$ cat src/design/prio_bank_pkg.sv
package prio_bank_pkg;

  localparam int NUM_SRC = 18;
  localparam int NUM_REG = 6;
  localparam int DATA_W  = 16;
  localparam int ADDR_W  = 4;
  localparam int FIELD_W = 3;
  localparam int SRC_W   = 5;

  // word index on the register port
  localparam logic [3:0] OFS_TIMER4_CMP34       = 4'h0;
  localparam logic [3:0] OFS_UART2_EXT2_TIMER5  = 4'h1;
  localparam logic [3:0] OFS_SPI2               = 4'h2;
  localparam logic [3:0] OFS_CAPTURE345         = 4'h3;
  localparam logic [3:0] OFS_CMP567_CAPTURE6    = 4'h4;
  localparam logic [3:0] OFS_PARPORT_CMP8       = 4'h5;

  // implemented bits of each register
  localparam logic [15:0] MASK_TIMER4_CMP34      = 16'h7770;
  localparam logic [15:0] MASK_UART2_EXT2_TIMER5 = 16'h7777;
  localparam logic [15:0] MASK_SPI2              = 16'h0077;
  localparam logic [15:0] MASK_CAPTURE345        = 16'h7770;
  localparam logic [15:0] MASK_CMP567_CAPTURE6   = 16'h7777;
  localparam logic [15:0] MASK_PARPORT_CMP8      = 16'h0077;

  localparam logic [2:0] FIELD_RESET = 3'h4;
  localparam logic [2:0] PRIO_OFF    = 3'h0;
  localparam logic [2:0] PRIO_MIN    = 3'h1;
  localparam logic [2:0] PRIO_MAX    = 3'h7;

  localparam logic [4:0] SRC_NONE = 5'h1f;

  // source order: timer4, cmp4, cmp3, uart2 tx, uart2 rx, ext2, timer5,
  // spi2 event, spi2 fault, cap5, cap4, cap3, cmp7, cmp6, cmp5, cap6,
  // parallel port, cmp8
  localparam int FIELD_REG [NUM_SRC] =
    '{0, 0, 0, 1, 1, 1, 1, 2, 2, 3, 3, 3, 4, 4, 4, 4, 5, 5};
  localparam int FIELD_LSB [NUM_SRC] =
    '{12, 8, 4, 12, 8, 4, 0, 4, 0, 12, 8, 4, 12, 8, 4, 0, 4, 0};

endpackage : prio_bank_pkg

$ cat src/design/prio_bank.sv
`timescale 1ns/1ps

module prio_bank (
  input  wire logic        CLK_IN,
  input  wire logic        RESET_N_IN,
  input  wire logic [3:0]  ADDR_IN,
  input  wire logic [15:0] WDATA_IN,
  input  wire logic        WR_IN,
  input  wire logic        RD_IN,
  input  wire logic [17:0] IRQ_PENDING_IN,
  output logic      [15:0] RDATA_OUT,
  output logic             REQ_VALID_OUT,
  output logic      [4:0]  REQ_SOURCE_OUT,
  output logic      [2:0]  REQ_LEVEL_OUT,
  output logic      [2:0]  TIMER4_PRIORITY_OUT,
  output logic      [2:0]  COMPARE4_PRIORITY_OUT,
  output logic      [2:0]  COMPARE3_PRIORITY_OUT,
  output logic      [2:0]  UART2_TX_PRIORITY_OUT,
  output logic      [2:0]  UART2_RX_PRIORITY_OUT,
  output logic      [2:0]  EXT_IRQ2_PRIORITY_OUT,
  output logic      [2:0]  TIMER5_PRIORITY_OUT,
  output logic      [2:0]  SPI2_EVENT_PRIORITY_OUT,
  output logic      [2:0]  SPI2_FAULT_PRIORITY_OUT,
  output logic      [2:0]  CAPTURE5_PRIORITY_OUT,
  output logic      [2:0]  CAPTURE4_PRIORITY_OUT,
  output logic      [2:0]  CAPTURE3_PRIORITY_OUT,
  output logic      [2:0]  COMPARE7_PRIORITY_OUT,
  output logic      [2:0]  COMPARE6_PRIORITY_OUT,
  output logic      [2:0]  COMPARE5_PRIORITY_OUT,
  output logic      [2:0]  CAPTURE6_PRIORITY_OUT,
  output logic      [2:0]  PARALLEL_PORT_PRIORITY_OUT,
  output logic      [2:0]  COMPARE8_PRIORITY_OUT
);

  localparam int NSRC = prio_bank_pkg::NUM_SRC;

  logic [2:0]        fld [NSRC];
  logic [NSRC-1:0]   fld_we;
  logic [NSRC*3-1:0] fld_flat;

  logic [15:0] rdata;
  logic [15:0] next_rdata;

  logic        arb_valid;
  logic [4:0]  arb_source;
  logic [2:0]  arb_level;
  logic        req_valid;
  logic [4:0]  req_source;
  logic [2:0]  req_level;
  logic        next_req_valid;
  logic [4:0]  next_req_source;
  logic [2:0]  next_req_level;

  // implemented bits of a register; unmapped addresses have none
  function automatic logic [15:0] reg_mask(input logic [3:0] addr);
    case (addr)
      prio_bank_pkg::OFS_TIMER4_CMP34:
        reg_mask = prio_bank_pkg::MASK_TIMER4_CMP34;
      prio_bank_pkg::OFS_UART2_EXT2_TIMER5:
        reg_mask = prio_bank_pkg::MASK_UART2_EXT2_TIMER5;
      prio_bank_pkg::OFS_SPI2:
        reg_mask = prio_bank_pkg::MASK_SPI2;
      prio_bank_pkg::OFS_CAPTURE345:
        reg_mask = prio_bank_pkg::MASK_CAPTURE345;
      prio_bank_pkg::OFS_CMP567_CAPTURE6:
        reg_mask = prio_bank_pkg::MASK_CMP567_CAPTURE6;
      prio_bank_pkg::OFS_PARPORT_CMP8:
        reg_mask = prio_bank_pkg::MASK_PARPORT_CMP8;
      default:
        reg_mask = 16'h0000;
    endcase
  endfunction : reg_mask

  // does this field live in the addressed register
  function automatic logic field_hit(input int src, input logic [3:0] addr);
    field_hit = (prio_bank_pkg::FIELD_REG[src] == int'(addr));
  endfunction : field_hit

  // gather the fields of one register into a word
  function automatic logic [15:0] read_word(
    input logic [3:0]        addr,
    input logic [NSRC*3-1:0] flat
  );
    logic [15:0] word;
    word = 16'h0000;
    for (int i = 0; i < NSRC; i++) begin
      if (field_hit(i, addr)) begin
        word[prio_bank_pkg::FIELD_LSB[i] +: 3] = flat[i*3 +: 3];
      end
    end
    read_word = word & reg_mask(addr);
  endfunction : read_word

  // field storage, one small register per source
  // unmapped words match no field, so their writes simply fall away
  always_comb begin
    for (int i = 0; i < NSRC; i++) begin
      fld_we[i] = WR_IN && field_hit(i, ADDR_IN);
    end
  end

  for (genvar g = 0; g < NSRC; g++) begin : g_field
    prio_field u_field (
      .clk_in     (CLK_IN),
      .reset_n_in (RESET_N_IN),
      .write_in   (fld_we[g]),
      .wdata_in   (WDATA_IN[prio_bank_pkg::FIELD_LSB[g] +: 3]),
      .value_out  (fld[g])
    );
  end

  always_comb begin
    for (int i = 0; i < NSRC; i++) begin
      fld_flat[i*3 +: 3] = fld[i];
    end
  end

  // read port: data stands only in the cycle after the strobe
  always_comb begin
    next_rdata = 16'h0000;
    if (RD_IN) begin
      next_rdata = read_word(ADDR_IN, fld_flat);
    end
  end

  always_ff @(posedge CLK_IN) begin
    if (!RESET_N_IN) begin
      rdata <= 16'h0000;
    end else begin
      rdata <= next_rdata;
    end
  end

  // arbitration among pending sources
  prio_arbiter u_arbiter (
    .levels_in  (fld_flat),
    .pending_in (IRQ_PENDING_IN),
    .valid_out  (arb_valid),
    .source_out (arb_source),
    .level_out  (arb_level)
  );

  // one cycle of latency keeps the request outputs glitch free
  always_comb begin
    next_req_valid  = arb_valid;
    next_req_source = arb_source;
    next_req_level  = arb_level;
  end

  always_ff @(posedge CLK_IN) begin
    if (!RESET_N_IN) begin
      req_valid  <= 1'b0;
      req_source <= prio_bank_pkg::SRC_NONE;
      req_level  <= prio_bank_pkg::PRIO_OFF;
    end else begin
      req_valid  <= next_req_valid;
      req_source <= next_req_source;
      req_level  <= next_req_level;
    end
  end

  assign RDATA_OUT                  = rdata;
  assign REQ_VALID_OUT              = req_valid;
  assign REQ_SOURCE_OUT             = req_source;
  assign REQ_LEVEL_OUT              = req_level;
  assign TIMER4_PRIORITY_OUT        = fld[0];
  assign COMPARE4_PRIORITY_OUT      = fld[1];
  assign COMPARE3_PRIORITY_OUT      = fld[2];
  assign UART2_TX_PRIORITY_OUT      = fld[3];
  assign UART2_RX_PRIORITY_OUT      = fld[4];
  assign EXT_IRQ2_PRIORITY_OUT      = fld[5];
  assign TIMER5_PRIORITY_OUT        = fld[6];
  assign SPI2_EVENT_PRIORITY_OUT    = fld[7];
  assign SPI2_FAULT_PRIORITY_OUT    = fld[8];
  assign CAPTURE5_PRIORITY_OUT      = fld[9];
  assign CAPTURE4_PRIORITY_OUT      = fld[10];
  assign CAPTURE3_PRIORITY_OUT      = fld[11];
  assign COMPARE7_PRIORITY_OUT      = fld[12];
  assign COMPARE6_PRIORITY_OUT      = fld[13];
  assign COMPARE5_PRIORITY_OUT      = fld[14];
  assign CAPTURE6_PRIORITY_OUT      = fld[15];
  assign PARALLEL_PORT_PRIORITY_OUT = fld[16];
  assign COMPARE8_PRIORITY_OUT      = fld[17];

  // checking helpers, computed apart from the arbiter
  logic [2:0]      pend_max;
  logic [NSRC-1:0] top_pend;
  logic            all_reset;

  always_comb begin
    pend_max  = prio_bank_pkg::PRIO_OFF;
    top_pend  = '0;
    all_reset = 1'b1;
    for (int i = 0; i < NSRC; i++) begin
      if (IRQ_PENDING_IN[i] && fld[i] > pend_max) begin
        pend_max = fld[i];
      end
      top_pend[i] = IRQ_PENDING_IN[i] && (fld[i] == prio_bank_pkg::PRIO_MAX);
      if (fld[i] != prio_bank_pkg::FIELD_RESET) begin
        all_reset = 1'b0;
      end
    end
  end
endmodule : prio_bank

$ cat src/design/prio_field.sv
`timescale 1ns/1ps

module prio_field (
  input  wire logic       clk_in,
  input  wire logic       reset_n_in,
  input  wire logic       write_in,
  input  wire logic [2:0] wdata_in,
  output logic      [2:0] value_out
);

  logic [2:0] value;
  logic [2:0] next_value;

  always_comb begin
    next_value = value;
    if (write_in) begin
      next_value = wdata_in;
    end
  end

  always_ff @(posedge clk_in) begin
    if (!reset_n_in) begin
      value <= prio_bank_pkg::FIELD_RESET;
    end else begin
      value <= next_value;
    end
  end

  assign value_out = value;

endmodule : prio_field

$ cat src/design/prio_arbiter.sv
`timescale 1ns/1ps

module prio_arbiter (
  input  wire logic [prio_bank_pkg::NUM_SRC*3-1:0] levels_in,
  input  wire logic [prio_bank_pkg::NUM_SRC-1:0]   pending_in,
  output logic                                     valid_out,
  output logic      [4:0]                          source_out,
  output logic      [2:0]                          level_out
);

  // strict greater-than: on a tie the lower source index keeps the grant,
  // and a level of zero can never beat the starting value
  always_comb begin
    valid_out  = 1'b0;
    source_out = prio_bank_pkg::SRC_NONE;
    level_out  = prio_bank_pkg::PRIO_OFF;
    for (int i = 0; i < prio_bank_pkg::NUM_SRC; i++) begin
      if (pending_in[i] && (levels_in[i*3 +: 3] > level_out)) begin
        valid_out  = 1'b1;
        source_out = 5'(i);
        level_out  = levels_in[i*3 +: 3];
      end
    end
  end

endmodule : prio_arbiter

$ cat config.mk
export PLATFORM = sky130hd
export DESIGN_NAME = prio_bank
export DESIGN_NICKNAME = d
export VERILOG_FILES = /design/src/design/prio_bank_pkg.sv /design/src/design/prio_bank.sv /design/src/design/prio_field.sv /design/src/design/prio_arbiter.sv
export SDC_FILE = /design/constraint.sdc
export NUM_CORES = 1
export LEC_CHECK = 0
export ABC_AREA = 1
export BUFFER_PORTS_ARGS = -buffer_cell sky130_fd_sc_hd__buf_2
export CAP_MARGIN = 0
export CORE_MARGIN = 2
export CORE_UTILIZATION = 30
export DETAILED_ROUTE_END_ITERATION = 10
export PLACE_DENSITY_LB_ADDON = 0.3
export SLEW_MARGIN = 15
export SYNTH_ARGS = -nofsm -noshare
export SYNTH_HDL_FRONTEND = slang
export SYNTH_SLANG_ARGS = --single-unit
$ cat constraint.sdc
create_clock -name CLK_IN -period 23.6 [get_ports CLK_IN]
set_input_delay 2.36 -clock CLK_IN [delete_from_list [all_inputs] [get_ports CLK_IN]]
set_output_delay 2.36 -clock CLK_IN [all_outputs]
set_load 0.01 [all_outputs]
== Word level (Yosys, flattened, before mapping) ==
Index checks and enable logic that the tools add are counted.
W data, S select, Z words.

* Bits of input ports: 42
* Bits in latches: 0
* Output and inout bits: 79
* ROM bits: 0
* Memories: 0
* Register bits after elaboration: 79
* Bits in writable memories: 0

* $lt $le $gt $ge: 18
* Muxes and demuxes: 78
* $mul: 0
* Shifts and indexed selects: 0
* Eq/ne operators: 10
* Reductions and logical operators: 32
* Div/mod/pow operators: 0
* Add/sub/neg operators: 0
* Bitwise operators: 2

{| class="wikitable"
|+ Operator list
! operator !! number
|-
| $mux W3 || 40
|-
| $mux W5 || 16
|-
| $gt A3 B3 Y1 || 17
|-
| $pmux W15 S3 || 1
|-
| $logic_and A1 B1 Y1 || 24
|-
| $mux W1 || 18
|-
| $and A15 B16 Y16 || 1
|-
| $mux W16 || 1
|-
| $eq A3 B4 Y1 const A || 2
|-
| $eq A4 B2 Y1 const B || 2
|-
| $eq A4 B3 Y1 const B || 2
|-
| $eq A4 B4 Y1 const A || 2
|-
| $logic_not A4 Y1 || 2
|-
| $mux W4 || 2
|-
| $reduce_or A2 Y1 || 4
|-
| $eq A2 B4 Y1 const A || 1
|-
| $eq A4 B1 Y1 const B || 1
|-
| $gt A3 B1 Y1 const B || 1
|-
| $reduce_or A3 Y1 || 1
|-
| $reduce_and A2 Y1 || 1
|-
| $not A1 Y1 || 1
|}

== Logic depth before layout (Yosys ltp) ==
Gate-level depths: netlist of run 1.

* Depth in word-level cells: 54
* Mapped depth: 129

== By module ==
Synthesis of run 1 repeated with hierarchy kept, for this count alone.

* Cell total of the unflattened synthesis: 867
* Area total of the unflattened synthesis: 5439.0 µm²

{| class="wikitable"
|+ Modules (own cells, without submodules)
! module !! sequential area each (µm²) !! times used !! cells each !! area each (µm²)
|-
| prio_arbiter || 0.0 || 1 || 375 || 2203.4
|-
| prio_field || 60.1 || 18 || 17 || 113.9
|-
| prio_bank || 420.4 || 1 || 186 || 1186.1
|}

== Worst setup path after synthesis of run 1 ==
Ideal clock, no wire load.

* Kind: input to register
* From: in IRQ_PENDING_IN[0]
* To: reg req_valid (netlist: REQ_VALID_OUT)
* Setup time: 0.113 ns
* Stages: 113
* Required time: 23.487 ns
* Path slack: 5.254 ns
* Arrival: 18.233 ns
* Cells stage by stage: nand2_1 -> nor2_1 -> ha_1 -> nand3_1 -> nand2_1 -> inv_2 -> nand2_4 -> o21ai_0 -> ha_1 -> o21ai_0 -> nand3_1 -> nand3_2 -> nand2_2 -> o21ai_0 -> ha_1 -> or2_2 -> o22ai_1 -> clkinv_2 -> (+77 left out) -> nand2_1 -> ha_1 -> nand2_1 -> nor2_1 -> a211oi_1 -> nor2_1 -> inv_1 -> nand3_1 -> and2_1 -> ha_1 -> nand2_1 -> nor2_1 -> a211oi_1 -> nor2_1 -> nor2_1 -> inv_1 -> o21ai_1 -> inv_1

* Word-level cells in the longest chain between the ends: 53
* Elaborated cells on any way between the ends: 70
* Those cells by class: order compare: 17; mux: 35; reduce/logical: 18

{| class="wikitable"
|+ Ends and longest elaborated chain
! what !! line !! source
|-
| from (decl) || prio_bank.sv:10 || <nowiki>input wire logic [17:0] IRQ_PENDING_IN,</nowiki>
|-
| $logic_and A1 B1 Y1 (*) || -- ||
|-
| $mux W3 || -- ||
|-
| $gt A3 B3 Y1 || -- ||
|-
| $logic_and A1 B1 Y1 || -- ||
|-
| $mux W3 || -- ||
|-
| $gt A3 B3 Y1 || -- ||
|-
| $logic_and A1 B1 Y1 || -- ||
|-
| $mux W3 || -- ||
|-
| (+37 left out) || -- ||
|-
| $logic_and A1 B1 Y1 || -- ||
|-
| $mux W3 || -- ||
|-
| $gt A3 B3 Y1 || -- ||
|-
| $logic_and A1 B1 Y1 || -- ||
|-
| $mux W3 || -- ||
|-
| $gt A3 B3 Y1 || -- ||
|-
| $logic_and A1 B1 Y1 || -- ||
|-
| $mux W1 (*) || prio_arbiter.sv:18 || <nowiki>if (pending_in[i] && (levels_in[i*3 +: 3] > level_out)) begin</nowiki>
|-
| to (signal assigned) || prio_bank.sv:156 || <nowiki>req_valid <= next_req_valid;</nowiki>
|-
| to (decl) || prio_bank.sv:47 || <nowiki>logic req_valid;</nowiki>
|}

Every way passes the cells marked *; elsewhere a longest branch is shown, timed or not.
A chain may end at the register's enable or synchronous reset.

== Worst setup path after layout of run 1 ==
Ends and elaborated chain as after synthesis.

==> impl_metrics.env, run 1 <==
export IMPL_critPathSlowestCell="or2_2"
export IMPL_syn_inst=671
export IMPL_cp_slowest_stage_delay_ns=0.31
export IMPL_cpMostUsedCell="o21ai_0"
export IMPL_clockPowerShare=0.469
export IMPL_grt_pass1_wl_um=23800
export IMPL_drv_slew=0
export IMPL_first_global_vias=4466
export IMPL_cts_hold_buffers=0
export IMPL_ys_warnings_count=0
export IMPL_combPwrFrac=0.170
export IMPL_multi_input_area_sq_um=2780
export IMPL_diodes=0
export IMPL_finalSetupViolCount=0
export IMPL_path_max_fanout=7
export IMPL_clock_skew_ns=0.00316
export IMPL_post_cts_buffers=0
export IMPL_cts_max_level=3
export IMPL_worstSetupPathType="in -> reg"
export IMPL_cts_root_buf="clkbuf_16"
export IMPL_cp_end_kind="flip-flop"
export IMPL_whs_path_depth=2
export IMPL_avgSynthCellArea_sq_um=7.08
export IMPL_wl_per_cell_um=15.5
export IMPL_final_cell_mix="112 x buf_2, 102 x inv_1, 95 x nand2_1, 83 x o21ai_0, 75 x dfxtp_1"
export IMPL_n_fill_cell=1758
export IMPL_design_area_sq_um=5900
export IMPL_syn_area_sq_um=4750
export IMPL_cts_tree="built"
export IMPL_worstSkewPairLatency_ns=0.34
export IMPL_worst_pin_slew_ns=0.707
export IMPL_ys_seq_area_frac=0.316
export IMPL_crit_family="compound AO/OA/AOI/OAI gates"
export IMPL_drt_iter0_drc=282
export IMPL_antenna_found_initial=0
export IMPL_numCtsBuffers=9
export IMPL_die_x_um=130
export IMPL_p_leak_uw=0.00280
export IMPL_antenna_left=0
export IMPL_hold_violations=0
export IMPL_finalNetCount=846
export IMPL_clockBufferDepth=2
export IMPL_placed_cell_area_sq_um=5520
export IMPL_dieHeight_um=130
export IMPL_pin_count=121
export IMPL_portBuffers=112
export IMPL_worstSetupStartpointType="input pin"
export IMPL_reg2reg_from="g_field[0].u_field.value_out[2]$_SDFFE_PN1P_"
export IMPL_power_density_nw_per_um2=63.2
export IMPL_tns_ns=0
export IMPL_yosysUniqueCellTypes=39
export IMPL_outcome="complete, no violations"
export IMPL_fmax_ghz=0.0488
export IMPL_synth_flop_cell="dfxtp_1"
export IMPL_switching_power_uw=101
export IMPL_vdd_ir_drop_max_v=0.0000343
export IMPL_remaining_drc_errors=0
export IMPL_async_flop_share=0
export IMPL_power_uw=372
export IMPL_hpwl_um=12400
export IMPL_drive_above_1_share=0.251
export IMPL_hold_class="reg -> reg"
export IMPL_grt_ovfl_total=0
export IMPL_ys_ff_latch=75
export IMPL_grt_use_total=0.186
export IMPL_fin_crit_sh=0.868
export IMPL_syn_to_final_growth_pct=24.1
export IMPL_post_route_min_period_ns=20.48
export IMPL_min_to="g_field[7].u_field.value_out[0]$_SDFFE_PN0P_"
export IMPL_cts_resized=0
export IMPL_rows=46
export IMPL_start_util=0.304
export IMPL_route_vias_total=4874
export IMPL_final_seq_area_sq_um=1500
export IMPL_intPower_uw=272
export IMPL_rsz0062_at_grt="false"
export IMPL_clk_pin_slew_ns=0.06
export IMPL_p_seq_frac=0.361
export IMPL_cts_sinks=75
export IMPL_grt_max_degree=59
export IMPL_r2r_cells=113
export IMPL_cap_violations=0
export IMPL_worstHoldStart="g_field[7].u_field.value_out[0]$_SDFFE_PN0P_"
export IMPL_synth_edff_count=0
export IMPL_reg2reg_slack_ns=4.71
export IMPL_p_sw_frac=0.270
export IMPL_final_common_cell="buf_2"
export IMPL_routed_wl_um=15500
export IMPL_routed_via_density=4.86
export IMPL_cp_buffers_inverters=11
export IMPL_cp_required_ns=23.84
export IMPL_max_slew_margin=0.527
export IMPL_dr_pass1_iters=5
export IMPL_cp_arrival_ns=20.72
export IMPL_die_area_sq_um=16900
export IMPL_core_area_sq_um=15700
export IMPL_place_gp_congestion=0.861
export IMPL_r2r_end="REQ_VALID_OUT$_SDFF_PN0_"
==> kinds of logic after synthesis <==
group,count (synthesis),synth area share
simple gates,239,0.265
compound gates,210,0.257
buf+inv,123,0.101
flops,75,0.316
fa+ha+maj,23,0.0606
other cells,1,0.000789
==> how the worst max path moves through the flow <==
| stage | start | depth (start not counted) | to | slack [ns] |
|---|---|---|---|---|
| after floorplan | IRQ_PENDING_IN[0] | 113 | REQ_VALID_OUT$_SDFF_PN0_ | 5.25 |
| after global placement | IRQ_PENDING_IN[0] | 112 | REQ_VALID_OUT$_SDFF_PN0_ | 3.08 |
| final | IRQ_PENDING_IN[0] | 112 | REQ_VALID_OUT$_SDFF_PN0_ | 3.12 |
| after global routing | IRQ_PENDING_IN[0] | 112 | REQ_VALID_OUT$_SDFF_PN0_ | 1.27 |
| after CTS | IRQ_PENDING_IN[0] | 110 | REQ_VALID_OUT$_SDFF_PN0_ | 3.21 |
| after detailed placement | IRQ_PENDING_IN[0] | 110 | REQ_VALID_OUT$_SDFF_PN0_ | 2.84 |
==> state kept, by name, indices dropped and copies added (netlist names) <==
register,count
RDATA_OUT,12
REQ_VALID_OUT,1
REQ_SOURCE_OUT,5
REQ_LEVEL_OUT,3
g_field.u_field.value_out,54
==> synth_stat cells (2+ instances only) <==
master | number | area (sq um)
o21ai_1 | 3 | 15.0
inv_2 | 2 | 7.51
o211ai_1 | 10 | 75.1
nor3_1 | 5 | 25.0
a21oi_1 | 61 | 305
o21a_1 | 9 | 67.6
o32ai_1 | 8 | 70.1
nand4_1 | 2 | 12.5
o22ai_1 | 10 | 62.6
a21boi_0 | 3 | 22.5
a211oi_1 | 7 | 52.6
clkbuf_1 | 13 | 48.8
nand3_1 | 38 | 190
nand3_2 | 15 | 150
nand2_2 | 32 | 200
inv_1 | 102 | 383
dfxtp_1 | 75 | 1500
o21ai_0 | 83 | 415
or2_2 | 2 | 12.5
ha_1 | 23 | 288
buf_4 | 4 | 30.0
nand2_4 | 13 | 146
o221ai_1 | 9 | 78.8
nor2_1 | 32 | 120
nand2_1 | 95 | 357
and2_1 | 2 | 12.5
==> worst min-delay path, stage by stage, from the launching register on <==
cell and delay, ns:
dfxtp_1 0.32, inv_1 0.09, a21oi_1 0.06
==> layout make-up <==
type	instances	share of cell area
flip-flops and latches	75	0.255
inverters	106	0.0677
repair buffers	113	0.0963
well taps	216	0.0458
clock inverters	6	0.0231
multi-input cells	476	0.472
clock buffers	10	0.0405
==> power groups by stage <==
stage	logic, uW	clock network, uW	registers, uW
floorplan	40.4	0	140
global placement	62.8	0	137
detailed placement	63.2	0	137
CTS	63.5	177	135
global route	71.4	182	135
finish	63.1	175	134
==> per-layer routing <==
layer  global-route usage  part of all wire  routed length [um]  vias up
met4               0.0373             0.010                 159        0
met3               0.0451             0.068                1060       11
li1                     -                 -                   -     2502
met5                    0                 0                   0        -
met1                0.258              0.48                7470     2202
met2                0.294              0.44                6820      159
==> metrics by stage <==
step                      utilization  cells  worst slack (ns)  hold WS (ns)
after floorplan                     -    674              5.25         0.515
after global placement          0.353    986              3.08         0.503
after detailed placement        0.353    986              2.84         0.501
after CTS                       0.377   1002              3.21         0.516
after global routing            0.377   1002              1.27         0.549
final                           0.377   1002              3.12         0.519
(Power assumes the default switching activity.)
==> inputs of run 2 (changes only) <==
Settings changed: ABC_AREA 1 to 0, SETUP_SLACK_MARGIN from default to 0.4.
==> run 2 against run 1 <==
  * First-iteration DRC count rose by 100%
  * Flip-flop and latch count did not move
  * Largest power group unchanged
  * Die area rose by 11%
  * Area after synthesis rose by 12%
  * Cell area rose by 14%
  * Non-clock buffer count rose by 32
  * Routed wire length rose by 20%
  * Critical path type unchanged
  * Final cell count rose by 8.1%
  * Combinational power rose by 4.9%
  * Sequential power barely moved
  * Register-to-register slack got worse by 1.4 ns
  * Via count rose by 20%
  * Critical endpoint is now REQ_SOURCE_OUT[0]$_SDFF_PP1_
==> impl_metrics.env, run 2 <==
export IMPL_antenna_left=0
export IMPL_worstSetupStartpointType="input pin"
export IMPL_avgSynthCellArea_sq_um=7.29
export IMPL_cp_required_ns=23.82
export IMPL_diodes=0
export IMPL_dr_pass1_iters=5
export IMPL_fmax_ghz=0.0455
export IMPL_cp_slowest_stage_delay_ns=0.43
export IMPL_cap_violations=0
export IMPL_grt_ovfl_total=0
export IMPL_met1_length_um=8500
export IMPL_finalNetCount=918
export IMPL_syn_inst=727
export IMPL_clock_skew_ns=0.00884
export IMPL_grt_pass1_wl_um=28500
export IMPL_outcome="complete, no violations"
export IMPL_routed_wl_um=18700
export IMPL_clockBufferDepth=2
export IMPL_core_area_sq_um=17300
export IMPL_cp_end_kind="flip-flop"
export IMPL_drt_iter0_drc=576
export IMPL_drive_above_1_share=0.255
export IMPL_tns_ns=0
export IMPL_cts_root_buf="clkbuf_16"
export IMPL_p_leak_uw=0.00286
export IMPL_die_x_um=137
export IMPL_crit_family="compound AO/OA/AOI/OAI gates"
export IMPL_ys_ff_latch=75
export IMPL_synth_flop_cell="dfxtp_1"
export IMPL_synth_top_cell_area_share=0.283
export IMPL_cts_max_level=3
export IMPL_ys_seq_area_frac=0.283
export IMPL_grt_use_total=0.197
export IMPL_numCtsBuffers=9
export IMPL_cpMostUsedCell="ha_1"
export IMPL_power_density_nw_per_um2=50.7
export IMPL_critPathSlowestCell="or3_4"
export IMPL_place_gp_congestion=0.871
export IMPL_hold_class="reg -> reg"
export IMPL_rows=48
export IMPL_dieHeight_um=137
export IMPL_placed_cell_area_sq_um=6210
export IMPL_ys_warnings_count=0
export IMPL_first_global_vias=5278
export IMPL_rsz0062_at_grt="false"
export IMPL_fin_crit_sh=0.931
export IMPL_worstSetupPathType="in -> reg"
export IMPL_worstSkewPairLatency_ns=0.34
export IMPL_reg2reg_slack_ns=3.32
export IMPL_max_slew_margin=0.263
export IMPL_portBuffers=112
export IMPL_pre_cts_slack_ns=0.117
export IMPL_syn_area_sq_um=5300
export IMPL_pin_count=121
export IMPL_cp_arrival_ns=22.19
export IMPL_dr_max_layer_used="met4"
export IMPL_fin_ws_ns=1.62
export IMPL_path_max_fanout=6
export IMPL_final_common_cell="nand2_1"
export IMPL_design_area_sq_um=6720
export IMPL_post_route_min_period_ns=21.98
export IMPL_whs_ns=0.500
export IMPL_largest_register_ffs=54
export IMPL_cts_sinks=75
export IMPL_fin_util=0.389
export IMPL_n_fill_cell=1824
export IMPL_async_flop_share=0
export IMPL_die_area_sq_um=18700
export IMPL_route_vias_total=5836
export IMPL_finalSetupViolCount=0
export IMPL_synth_area_leaders="dfxtp_1 28%, nand2_1 11%, a21oi_1 6.0%"
export IMPL_synth_most_common_cell="nand2_1"
export IMPL_final_cell_mix="148 x nand2_1, 112 x buf_2, 75 x dfxtp_1, 63 x a21oi_1, 62 x nor2_1"
export IMPL_hpwl_um=14400
export IMPL_drv_slew=0
export IMPL_yosysUniqueCellTypes=75
export IMPL_grt_max_degree=39
export IMPL_syn_to_final_growth_pct=26.8
export IMPL_remaining_drc_errors=0
export IMPL_wl_per_cell_um=17.2
export IMPL_routed_via_density=5.39
export IMPL_yosysTopAreaCell="dfxtp_1"
export IMPL_clk_pin_slew_ns=0.06
export IMPL_worst_pin_slew_ns=1.10
export IMPL_cp_buffers_inverters=6
export IMPL_dr_wl_met2_um=8530
export IMPL_cts_tree="built"
export IMPL_antenna_found_initial=0
export IMPL_vdd_ir_drop_max_v=0.0000429
export IMPL_met3_wirelength_um=1340
export IMPL_start_util=0.306
export IMPL_synth_common_cells="150 x nand2_1, 75 x dfxtp_1, 70 x nor2_1, 64 x a21oi_1"
export IMPL_synth_edff_count=0
export IMPL_hold_violations=0
[run 2: changes by cell type in the layout (fill, tap and decap cells not counted), moves of 11 or more]
| cell | delta |
|---|---|
| a21o_1 | +11 |
| nand2_2 | -30 |
| mux2i_1 | +11 |
| nand2_4 | -13 |
| inv_1 | -71 |
| o21ai_0 | -53 |
| buf_4 | +32 |
| nor2_1 | +30 |
| nand2_1 | +53 |
| nand3_2 | -15 |
[run 2: cell type report]
type,instances,area (sq um),area share
timing repair buffer,145,808,0.120
sequential,75,1500,0.223
multi-input combinational,591,3710,0.552
inverter,31,116,0.0173
clock buffer,10,229,0.0341
tap,225,282,0.0419
clock inverter,6,72.6,0.0108
[run 2: repair_timing]
item | in CTS | in global routing
endpoints found under the setup margin | 4 | 9
hold buffers | 0 | 0
buffers inserted | 0 | 7
pin swaps | 0 | 18
resized for setup | 1 | 37
[run 2: metrics by stage]
stage                     std cells  power (uW)
after floorplan                 730         175
after global placement         1060         199
after detailed placement       1060         199
after CTS                      1076         338
after global routing           1083         354
final                          1083         341
[run 2: kinds of logic after synthesis]
kind of cell / count (synthesis) / synth area share
adders and majority gates: 26 / 0.0600
other: 1 / 0.000708
buffers and inverters: 64 / 0.0482
muxes: 22 / 0.0512
AOI/OAI and AO/OA: 219 / 0.289
DFF: 75 / 0.283
and+or+nand+nor: 320 / 0.267
[run 2: worst register-to-register path: cells and delay by family, from the launching register on]
| kind | cells | cell delay [ns] |
|---|---|---|
| AOI/OAI and AO/OA | 39 | 6.65 |
| adders and majority gates | 19 | 5.43 |
| and+or+nand+nor | 36 | 4.60 |
| muxes | 8 | 2.37 |
| buffers and inverters | 5 | 0.68 |
| DFF | 1 | 0.43 |
[run 2: report_power, final]
part,total [uW],internal (uW),switching [uW]
registers,134,131,3.39
clock network,140,83.0,57.4
logic,66.2,27.3,39.0
[run 2: final timing paths]
| kind | startpoint | endpoint | depth (start not counted) |
|---|---|---|---|
| min | g_field[17].u_field.value_out[0]$_SDFFE_PN0P_ | g_field[17].u_field.value_out[0]$_SDFFE_PN0P_ | 2 |
| min reg2reg | g_field[17].u_field.value_out[0]$_SDFFE_PN0P_ | g_field[17].u_field.value_out[0]$_SDFFE_PN0P_ | 2 |
| max reg2reg | g_field[0].u_field.value_out[1]$_SDFFE_PN0P_ | REQ_SOURCE_OUT[0]$_SDFF_PP1_ | 107 |
| max | IRQ_PENDING_IN[0] | REQ_SOURCE_OUT[0]$_SDFF_PP1_ | 108 |
[run 2: per-layer routing]
layer  vias up  track usage
met2       215        0.319
met1      2728        0.267
met4         0       0.0538
li1       2870            -
met3        23       0.0363
met5         -            0
==> inputs of run 3 (changes only) <==
Settings changed: CORE_UTILIZATION 30 to 40, RECOVER_POWER from default to 50.
==> run 3 against run 2 <==
  * Critical path depth increased by 1
  * Register-to-register slack got worse by 0.13 ns
  * Final cell count decreased by 4.6%
  * Worst hold slack improved by 0.0094 ns
  * Clock power decreased by 3%
  * Largest power group unchanged
==> impl_metrics.env, run 3 (synthesized netlist as in run 2, its figures left out) <==
export IMPL_routed_wl_um=17300
export IMPL_finalNetCount=918
export IMPL_largest_register_ffs=54
export IMPL_p_leak_uw=0.00261
export IMPL_hold_class="reg -> reg"
export IMPL_rows=42
export IMPL_wl_per_cell_um=16.8
export IMPL_routed_via_density=5.70
export IMPL_cp_arrival_ns=22.28
export IMPL_tns_ns=0
export IMPL_worstSkewPairLatency_ns=0.33
export IMPL_hpwl_um=13200
export IMPL_reg2reg_slack_ns=3.19
export IMPL_post_route_min_period_ns=22.06
export IMPL_reg2reg_from="g_field[0].u_field.value_out[1]$_SDFFE_PN0P_"
export IMPL_path_max_fanout=7
export IMPL_vdd_ir_drop_max_v=0.0000436
export IMPL_remaining_drc_errors=0
export IMPL_cts_root_buf="clkbuf_16"
export IMPL_start_util=0.405
export IMPL_cts_max_level=3
export IMPL_p_seq_frac=0.401
export IMPL_hold_violations=0
export IMPL_grt_max_degree=39
export IMPL_r2r_cells=108
export IMPL_worstSetupStartpointType="input pin"
export IMPL_core_area_sq_um=13100
export IMPL_switching_power_uw=93.9
export IMPL_pin_count=121
export IMPL_clk_pin_slew_ns=0.06
export IMPL_whs_ns=0.510
export IMPL_cts_tree="built"
export IMPL_route_vias_total=5891
export IMPL_startpoint="IRQ_PENDING_IN[0]"
export IMPL_dieHeight_um=119
export IMPL_die_area_sq_um=14200
export IMPL_cpMostUsedCell="ha_1"
export IMPL_r2r_end="REQ_SOURCE_OUT[0]$_SDFF_PP1_"
export IMPL_die_x_um=119
export IMPL_grt_use_total=0.236
export IMPL_final_cell_mix="145 x nand2_1, 75 x dfxtp_1, 75 x clkbuf_1, 65 x nor2_1, 62 x a21oi_1"
export IMPL_p_sw_frac=0.281
export IMPL_final_common_cell="nand2_1"
export IMPL_portBuffers=112
export IMPL_drv_slew=0
export IMPL_numCtsBuffers=9
export IMPL_crit_end="REQ_SOURCE_OUT[0]$_SDFF_PP1_"
export IMPL_grt_ovfl_total=0
export IMPL_dr_pass1_iters=5
export IMPL_drive_above_1_share=0.163
export IMPL_outcome="complete, no violations"
export IMPL_placed_cell_area_sq_um=6120
export IMPL_cp_required_ns=23.82
export IMPL_power_density_nw_per_um2=51.3
export IMPL_worstSetupPathType="in -> reg"
export IMPL_syn_to_final_growth_pct=23.0
export IMPL_critPathSlowestCell="or3_4"
export IMPL_intPower_uw=241
export IMPL_first_global_vias=5161
export IMPL_drt_iter0_drc=525
export IMPL_cts_sinks=75
export IMPL_fin_crit_sh=0.935
export IMPL_cp_end_kind="flip-flop"
export IMPL_fin_util=0.498
export IMPL_cp_slowest_stage_delay_ns=0.43
export IMPL_clockPowerShare=0.406
export IMPL_max_slew_margin=0.138
export IMPL_cap_violations=0
export IMPL_combPwrFrac=0.193
export IMPL_design_area_sq_um=6520
export IMPL_clock_skew_ns=0.00824
export IMPL_finalSetupViolCount=0
export IMPL_antenna_found_initial=0
export IMPL_antenna_left=0
export IMPL_worst_pin_slew_ns=1.29
export IMPL_clockBufferDepth=2
export IMPL_diodes=0
export IMPL_place_gp_congestion=0.928
export IMPL_grt_pass1_wl_um=26800
export IMPL_rsz0062_at_grt="false"
export IMPL_fmax_ghz=0.0453
## run 3: worst min-delay path by stage
stage	from	endpoint	slack, ns	cells past startpoint
2_1_floorplan	g_field[3].u_field.value_out[0]$_SDFFE_PN0P_	g_field[3].u_field.value_out[0]$_SDFFE_PN0P_	0.50	2
3_3_place_gp	g_field[17].u_field.value_out[0]$_SDFFE_PN0P_	g_field[17].u_field.value_out[0]$_SDFFE_PN0P_	0.49	2
3_5_place_dp	g_field[3].u_field.value_out[0]$_SDFFE_PN0P_	g_field[3].u_field.value_out[0]$_SDFFE_PN0P_	0.49	2
4_1_cts	g_field[3].u_field.value_out[0]$_SDFFE_PN0P_	g_field[3].u_field.value_out[0]$_SDFFE_PN0P_	0.50	2
6_report	g_field[3].u_field.value_out[0]$_SDFFE_PN0P_	g_field[3].u_field.value_out[0]$_SDFFE_PN0P_	0.51	2
5_1_grt	g_field[4].u_field.value_out[0]$_SDFFE_PN0P_	g_field[4].u_field.value_out[0]$_SDFFE_PN0P_	0.54	2
## run 3: per-layer routing
layer | vias up | track usage | wire (um)
met1 | 2776 | 0.334 | 7940
li1 | 2874 | - | -
met5 | - | 0 | 0
met4 | 0 | 0.0610 | 227
met2 | 225 | 0.381 | 8030
met3 | 16 | 0.0263 | 1160
## run 3: layout make-up
cell class | count | area, sq um
flip-flops and latches | 75 | 1500
clock inverters | 5 | 53.8
multi-input cells | 591 | 3670
repair buffers | 145 | 714
inverters | 31 | 116
fillers | 1346 | 6570
clock buffers | 10 | 239
well taps | 176 | 220
## run 3: repair_timing
action,CTS,global route
hold buffers,0,0
setup endpoints to repair,0,9
setup buffers,0,11
resized for setup,0,35
## run 3: power by group through the flow
stage / clock network (uW) / logic [uW] / registers [uW]
after floorplan: 0 / 37.6 / 138
after global placement: 0 / 60.5 / 137
after detailed placement: 0 / 61.0 / 137
after CTS: 136 / 61.4 / 134
after global routing: 143 / 71.1 / 134
final: 136 / 64.7 / 134
## run 3: worst max-delay path: cells and delay by family
| family | cells | cell delay [ns] |
|---|---|---|
| fa+ha+maj | 19 | 5.35 |
| simple gates | 33 | 4.19 |
| compound gates | 42 | 6.91 |
| mux | 8 | 2.40 |
| buf+inv | 7 | 1.03 |
## run 3: metrics by stage
| stage | power, uW | setup WS, ns | cells |
|---|---|---|---|
| 2_1_floorplan | 175 | 1.23 | 730 |
| 3_3_place_gp | 197 | 0.483 | 1007 |
| 3_5_place_dp | 198 | 0.379 | 1007 |
| 4_1_cts | 331 | 0.647 | 1022 |
| 5_1_grt | 348 | 0.285 | 1033 |
| 6_report | 335 | 1.54 | 1033 |
